### src/include/tmh_pkg.sv
package tmh_pkg;

  // ************************************************************
  // register map: word indexes, byte address is four times the index (odd offsets cannot be aligned words)
  // ************************************************************
  localparam logic [15:0] TMH_ADDR_PERIOD = 16'hff0e;
  localparam logic [15:0] TMH_ADDR_DUTY = 16'hff0f;
  localparam logic [15:0] TMH_ADDR_MODE = 16'hff70;
  localparam logic [15:0] TMH_ADDR_IRQ_STATUS = 16'hff80;
  localparam logic [15:0] TMH_ADDR_IRQ_MASK = 16'hff84;

  // ************************************************************
  // field positions and reset values
  // ************************************************************
  localparam int TMH_BIT_RUN = 7;
  localparam int TMH_BIT_CKS_HI = 6;
  localparam int TMH_BIT_CKS_LO = 4;
  localparam int TMH_BIT_MODE_HI = 3;
  localparam int TMH_BIT_MODE_LO = 2;
  localparam int TMH_BIT_LEVEL = 1;
  localparam int TMH_BIT_GATE = 0;
  localparam logic [7:0] TMH_RST_REG8 = 8'h00;

  // ************************************************************
  // clock select and mode codes
  // ************************************************************
  localparam logic [2:0] TMH_CKS_DIV1 = 3'h0;
  localparam logic [2:0] TMH_CKS_DIV4 = 3'h1;
  localparam logic [2:0] TMH_CKS_DIV16 = 3'h2;
  localparam logic [2:0] TMH_CKS_DIV64 = 3'h3;
  localparam logic [2:0] TMH_CKS_DIV4096 = 3'h4;
  localparam logic [2:0] TMH_CKS_LSOSC128 = 3'h5;
  localparam int TMH_PRE_W = 12;
  localparam int TMH_LS_DIV_W = 7;

  typedef enum logic [1:0]
  {
    TMH_MODE_INTERVAL = 2'b00,
    TMH_MODE_PWM = 2'b10
  } tmh_mode_t;

  typedef struct packed
  {
    logic run_enable;
    logic [2:0] clk_sel;
    logic [1:0] op_mode_sel;
    logic out_default_level;
    logic out_gate;
  } tmh_mode_control_t;

endpackage

### src/tmh_timer.sv
`timescale 1ns/1ps
`default_nettype none
module tmh_timer
(
  // clock and reset
  input wire logic hclk,
  input wire logic hresetn,
  // ahb-lite slave
  input wire logic hsel,
  input wire logic [31:0] haddr,
  input wire logic [1:0] htrans,
  input wire logic hwrite,
  input wire logic [2:0] hsize,
  input wire logic [31:0] hwdata,
  input wire logic hready,
  output logic [31:0] hrdata,
  output logic hreadyout,
  output logic hresp,
  // low-speed oscillator tick, one cycle per oscillator period
  input wire logic ls_osc_tick,
  // timer pin and interrupts
  output logic timer_out_pin,
  output logic match_irq,
  output logic irq
);
  import tmh_pkg::*;

  // ************************************************************
  // bus slave
  // ************************************************************
  logic wr_pend;
  logic [15:0] wr_addr;
  logic [7:0] period_compare;
  logic [7:0] duty_compare;
  logic [7:0] duty_active;
  logic duty_pend;
  tmh_mode_control_t mode_control;
  logic irq_status;
  logic irq_mask;
  logic [7:0] count;
  logic cmp_duty;
  logic out_active;
  logic match_evt;
  logic [7:0] next_rdata;
  logic addr_ok;

  assign addr_ok = hsel && hready && htrans[1];

  always_ff @(posedge hclk or negedge hresetn)
  begin
    if (!hresetn)
    begin
      wr_pend <= 1'b0;
      wr_addr <= 16'h0000;
    end
    else
    begin
      wr_pend <= addr_ok && hwrite;
      if (addr_ok)
        wr_addr <= haddr[17:2];
    end
  end

  always_comb
  begin
    case (haddr[17:2])
      TMH_ADDR_PERIOD: next_rdata = period_compare;
      TMH_ADDR_DUTY: next_rdata = duty_compare;
      TMH_ADDR_MODE: next_rdata = mode_control;
      TMH_ADDR_IRQ_STATUS: next_rdata = {7'h00, irq_status};
      TMH_ADDR_IRQ_MASK: next_rdata = {7'h00, irq_mask};
      default: next_rdata = 8'h00;
    endcase
  end

  // read data registered in the address phase: zero wait states
  always_ff @(posedge hclk or negedge hresetn)
  begin
    if (!hresetn)
    begin
      hrdata <= 32'h00000000;
      hreadyout <= 1'b1;
      hresp <= 1'b0;
    end
    else
    begin
      hreadyout <= 1'b1;
      hresp <= 1'b0;
      if (addr_ok && !hwrite)
        hrdata <= {24'h000000, next_rdata};
    end
  end

  // ************************************************************
  // registers
  // ************************************************************
  logic wr_period;
  logic wr_duty;
  logic wr_mode;
  assign wr_period = wr_pend && (wr_addr == TMH_ADDR_PERIOD);
  assign wr_duty = wr_pend && (wr_addr == TMH_ADDR_DUTY);
  assign wr_mode = wr_pend && (wr_addr == TMH_ADDR_MODE);

  // whole-byte compare writes; a single-bit write lands as a byte write carrying the other bits back
  always_ff @(posedge hclk or negedge hresetn)
  begin
    if (!hresetn)
    begin
      period_compare <= TMH_RST_REG8;
      duty_compare <= TMH_RST_REG8;
      mode_control <= TMH_RST_REG8;
    end
    else
    begin
      if (wr_period)
        period_compare <= hwdata[7:0];
      if (wr_duty)
        duty_compare <= hwdata[7:0];
      if (wr_mode)
        mode_control <= hwdata[7:0];
    end
  end

  // ************************************************************
  // count clock prescaler
  // ************************************************************
  logic [TMH_PRE_W-1:0] pre;
  logic [TMH_LS_DIV_W-1:0] ls_div;
  logic cnt_tick;
  logic run;
  logic run_d;
  logic [TMH_PRE_W-1:0] next_pre;

  assign run = mode_control.run_enable;
  assign next_pre = pre + {{(TMH_PRE_W-1){1'b0}}, 1'b1};

  always_ff @(posedge hclk or negedge hresetn)
  begin
    if (!hresetn)
    begin
      pre <= '0;
      ls_div <= '0;
      cnt_tick <= 1'b0;
    end
    else if (!run)
    begin
      pre <= '0;
      ls_div <= '0;
      cnt_tick <= 1'b0;
    end
    else
    begin
      pre <= next_pre;
      if (ls_osc_tick)
        ls_div <= ls_div + {{(TMH_LS_DIV_W-1){1'b0}}, 1'b1};
      case (mode_control.clk_sel)
        TMH_CKS_DIV1: cnt_tick <= 1'b1;
        TMH_CKS_DIV4: cnt_tick <= (next_pre[1:0] == 2'h0);
        TMH_CKS_DIV16: cnt_tick <= (next_pre[3:0] == 4'h0);
        TMH_CKS_DIV64: cnt_tick <= (next_pre[5:0] == 6'h00);
        TMH_CKS_DIV4096: cnt_tick <= (next_pre == '0);
        TMH_CKS_LSOSC128: cnt_tick <= ls_osc_tick && (ls_div == '1);
        default: cnt_tick <= 1'b0;
      endcase
    end
  end

  // ************************************************************
  // counter and compare
  // ************************************************************
  logic pwm;
  logic [7:0] cmp_val;
  logic hit;
  assign pwm = (mode_control.op_mode_sel == TMH_MODE_PWM);
  assign cmp_val = (pwm && cmp_duty) ? duty_active : period_compare;
  assign hit = cnt_tick && (count == cmp_val);

  always_ff @(posedge hclk or negedge hresetn)
  begin
    if (!hresetn)
    begin
      run_d <= 1'b0;
      count <= 8'h00;
      cmp_duty <= 1'b0;
      out_active <= 1'b0;
      match_evt <= 1'b0;
    end
    else
    begin
      run_d <= run;
      match_evt <= 1'b0;
      if (!run)
      begin
        count <= 8'h00;
        cmp_duty <= 1'b0;
        out_active <= 1'b0;
      end
      else if (!run_d)
        count <= 8'h00;
      else if (hit && !(pwm && cmp_duty))
      begin
        count <= 8'h00;
        match_evt <= 1'b1;
        cmp_duty <= pwm;
        out_active <= pwm ? 1'b1 : ~out_active;
      end
      else if (hit)
      begin
        cmp_duty <= 1'b0;
        out_active <= 1'b0;
        count <= count + 8'h01;
      end
      else if (cnt_tick)
        count <= count + 8'h01;
    end
  end

  // duty shadow: loads on old-value duty match, write colliding with match waits one more
  logic duty_hit;
  assign duty_hit = pwm && cmp_duty && hit;
  always_ff @(posedge hclk or negedge hresetn)
  begin
    if (!hresetn)
    begin
      duty_active <= TMH_RST_REG8;
      duty_pend <= 1'b0;
    end
    else if (!run)
    begin
      duty_active <= duty_compare;
      duty_pend <= 1'b0;
    end
    else if (wr_duty)
      duty_pend <= 1'b1;
    else if (duty_hit && duty_pend)
    begin
      duty_active <= duty_compare;
      duty_pend <= 1'b0;
    end
  end

  // ************************************************************
  // outputs and interrupt
  // ************************************************************
  logic clr_status;
  assign clr_status = wr_pend && (wr_addr == TMH_ADDR_IRQ_STATUS) && hwdata[0];

  always_ff @(posedge hclk or negedge hresetn)
  begin
    if (!hresetn)
    begin
      timer_out_pin <= 1'b0;
      match_irq <= 1'b0;
      irq_status <= 1'b0;
      irq_mask <= 1'b0;
      irq <= 1'b0;
    end
    else
    begin
      // level bit 1 means active-low output, matching the default-high idle
      timer_out_pin <= mode_control.out_gate ? (out_active ^ mode_control.out_default_level)
        : mode_control.out_default_level;
      match_irq <= match_evt && run;
      if (match_evt)
        irq_status <= 1'b1;
      else if (clr_status)
        irq_status <= 1'b0;
      if (wr_pend && (wr_addr == TMH_ADDR_IRQ_MASK))
        irq_mask <= hwdata[0];
      irq <= (irq_status || match_evt) && irq_mask;
    end
  end

endmodule // tmh_timer
`default_nettype wire
### config.mk
export PLATFORM = sky130hd
export DESIGN_NAME = tmh_timer
export DESIGN_NICKNAME = d
export VERILOG_FILES = /design/src/include/tmh_pkg.sv /design/src/tmh_timer.sv
export SDC_FILE = /design/constraint.sdc
export NUM_CORES = 1
export LEC_CHECK = 0
export CAP_MARGIN = 0
export CELL_PAD_IN_SITES_DETAIL_PLACEMENT = 1
export CELL_PAD_IN_SITES_GLOBAL_PLACEMENT = 1
export CORE_ASPECT_RATIO = 0.9
export CORE_MARGIN = 8
export CORE_UTILIZATION = 45
export DETAILED_ROUTE_END_ITERATION = 10
export DONT_BUFFER_PORTS = 1
export PLACE_DENSITY_LB_ADDON = 0.1
export SYNTH_ARGS = -nofsm -noshare
export SYNTH_HDL_FRONTEND = slang
export SYNTH_SLANG_ARGS = --single-unit
### constraint.sdc
create_clock -name hclk -period 3.5 [get_ports hclk]
set_input_delay 0.35 -clock hclk [delete_from_list [all_inputs] [get_ports hclk]]
set_output_delay 0.35 -clock hclk [all_outputs]
set_load 0.005 [all_outputs]
==> reports/summary.txt <==
Status: completed
CP Capture Type: flop
Post-synthesis cell area: 0.00493 mm^2
Number of remaining DRC errors: 0
Count of different cell masters after synthesis: 58
Clk_skew: 9.07 ps
Worst slack, placed: 874 ps
Slowest CP cell: o41ai_4
Final setup fails: 0
Crit path buf inv count: 0
Leakage: 2.33 nW
I/O Buffers: 0
Post-route insts no fill: 581
Tmin final: 2640 ps
Num ports: 112
Max-cap violation count: 0
CP required: 3730 ps
Core area: 0.0108 mm^2
Most common cell in the netlist: dfrtp_1
Max-slew headroom: 0.536
Drt wl/cell: 19.6 um
Pwr dens: 457 mW/mm^2
Critical path peak fanout: 8
Worst setup margin: 857 ps
Peak supply drop: 0.277 mV
Vias in the first global route: 3,497
Initial antenna violation count: 0
Crit path cell chain: xor2_1 -> a2111oi_1 -> nand4b_1 -> o41ai_4 -> mux2_2
Detailed Place HPWL: 8.15 mm
Largest area contributor in the synthesized netlist: dfrtp_1
Top delay family on crit path: compound AO/OA/AOI/OAI gates
Post-synthesis sequential area ratio: 0.482
Largest family of logic cells by synthesized area: simple AND/OR/NAND/NOR gates
Finished Core Util: 0.493
Total grt overflow: 0
First-pass GRT wire length: 18.6 mm
Largest net degree at the start of global routing: 96
H-tree levels: 3
Share of the synthesized area in the top cell type: 0.482
Reg2Reg Depth: 5
Vias: 3,256
Max Root-Sink Buffers: 2
DIE WIDTH: 126 um
Critical path arrival: 2870 ps
Filler cells: 1,145
YS warnings: 0
Inst Count DP: 563
Cts bufs inserted: 9
Pwr Total: 0.00243 W
Vias per cell: 5.60
Xor and xnor fraction of the mapped netlist area: 0.0569
Simple-Gate Fraction of Synth Area: 0.166
Final Hold Viols: 0
Synth Instances: 444
Drt initial violations: 171
Clk sinks: 95
Main flop type after synthesis: dfrtp_1
CTS clk-pin slew, worst paths: 70 ps
Die footprint: 0.0146 mm^2
Adder-Cell Fraction of Synth Area: 0.0102
# rows: 36
Critical Path Stages: 5
Hold Crit Class: input port to flop
Post-Route WL: 11.4 mm
TritonRoute pass-1 iters: 4
Total track usage: 0.164
Clk_lat worst skew: 350 ps
Unrepaired setup endpoints after global routing: false
Total Neg Setup Slack: 0 ps
Root Driver: clkbuf_16
Die span in y: 115 um
DRT antenna net count: 0
Worst slew pin tran: 693 ps
Multiplexer share of the synthesized area: 0.136
Routability-driven placement congestion ratio: 0.780
CTS tree: built
Slowest stage delay, CP: 620 ps
Area Overhead vs Synth: 7.72%
Commonest cells in the netlist: 95 x dfrtp_1, 56 x mux2_2, 32 x nand2_1, 26 x buf_4, 21 x nor3_1
Hold Path Depth: 1
Setup CP Type: flop to flop
Max-slew violations: 0
Final period util: 0.755
Ranking of synthesized cells by area: dfrtp_1 48%, mux2_2 13%, buf_4 4.0%
Fmax: 378 MHz
Net count, final: 522
Post-synth EDFFs: 0
Antenna cells: 0
Initial Util: 0.458
CP Launch Type: flop
Fraction of layout cells with a size suffix above 1: 0.194
Synth Area in Compound Gates: 0.0835
Mapped Avg Cell Area: 11.1 um^2
Ys async rst share: 1.00
Flop and latch count out of synthesis: 95
logic make-up after synthesis:
kind of cell | Yosys count
muxes | 60
DFF | 95
buffers and inverters | 54
other | 2
and+or+nand+nor | 142
AOI/OAI and AO/OA | 55
adders and majority gates | 4
xor gates and xnor gates | 32
state kept, by name, indices dropped and copies added, names as in the netlist:
name            count
wr_addr            16
pre                12
count               8
duty_active         8
duty_compare        8
hrdata              8
period_compare      8
ls_div              7
mode_control        7
cmp_duty            1
cnt_tick            1
duty_pend           1
irq                 1
irq_mask            1
irq_status          1
match_evt           1
match_irq           1
out_active          1
run                 1
run_d               1
timer_out_pin       1
wr_pend             1
area by class of cell:
type / instances / area, um^2 / share of cell area
Clock inverter: 7 / 101 / 0.0191
Multi-Input combinational cell: 319 / 2330 / 0.439
Tap cell: 133 / 166 / 0.0313
Timing Repair Buffer: 5 / 60.1 / 0.0113
Sequential cell: 95 / 2380 / 0.448
Inverter: 13 / 48.8 / 0.00919
Clock buffer: 9 / 225 / 0.0424
placed cells by master, fill, tap and decap left out, types with 4 or more instances in the layout:
cell and instances:
a21boi_0 5, a22oi_1 7, and2_1 13, and4_1 7
clkbuf_16 9, conb_1 26, dfrtp_1 95, ha_1 4
inv_1 13, mux2_2 56, mux2i_1 4, nand2_1 32
nand2b_1 5, nand3_1 18, nand4_1 8, nand4b_1 4
nor2b_1 6, nor3_1 21, o21ai_0 15, or3_1 6
xnor2_1 17, xor2_1 15
metrics by stage:
stage               hold WS, ps  instance area [um^2]
global route                131                  5310
detailed placement         59.6                  4950
finish                      148                  5310
global placement           59.4                  4950
CTS                         137                  5310
floorplan                  54.4                  5020
per-layer routing:
layer  GRT usage  wire length [um]  up-vias
met5           0                 0        -
met3      0.0510               770        8
li1            -                 -     1536
met4      0.0480               115        0
met2       0.251              5080       63
met1       0.219              5420     1649
timing repair:
action	4_1_cts	5_1_grt
gates resized for setup	0	0
buffers inserted	0	0
hold buffers	2	0
endpoints found under the setup margin	0	0
hold endpoints to repair	95	0
path summary, 6_finish.rpt:
path | startpoint | endpoint | slack, ps
min in group asynchronous | hresetn | pre[6]$_DFF_PN0_ | 580
max in group asynchronous | hresetn | duty_compare[3]$_DFFE_PN0P_ | 2530
worst min-delay path | hwdata[6] | period_compare[6]$_DFFE_PN0P_ | 150
worst max register to register | count[3]$_DFFE_PN0P_ | duty_active[1]$_DFFE_PN0P_ | 860
worst min register to register | wr_addr[15]$_DFFE_PN0P_ | wr_addr[15]$_DFFE_PN0P_ | 510
worst max-delay path | count[3]$_DFFE_PN0P_ | duty_active[1]$_DFFE_PN0P_ | 860
power by group:
group,internal [W],switching (W)
Clock,0.000635,0.000449
Combinational,0.0000733,0.0000732
Sequential,0.00115,0.0000485
(Power assumes the default switching activity.)
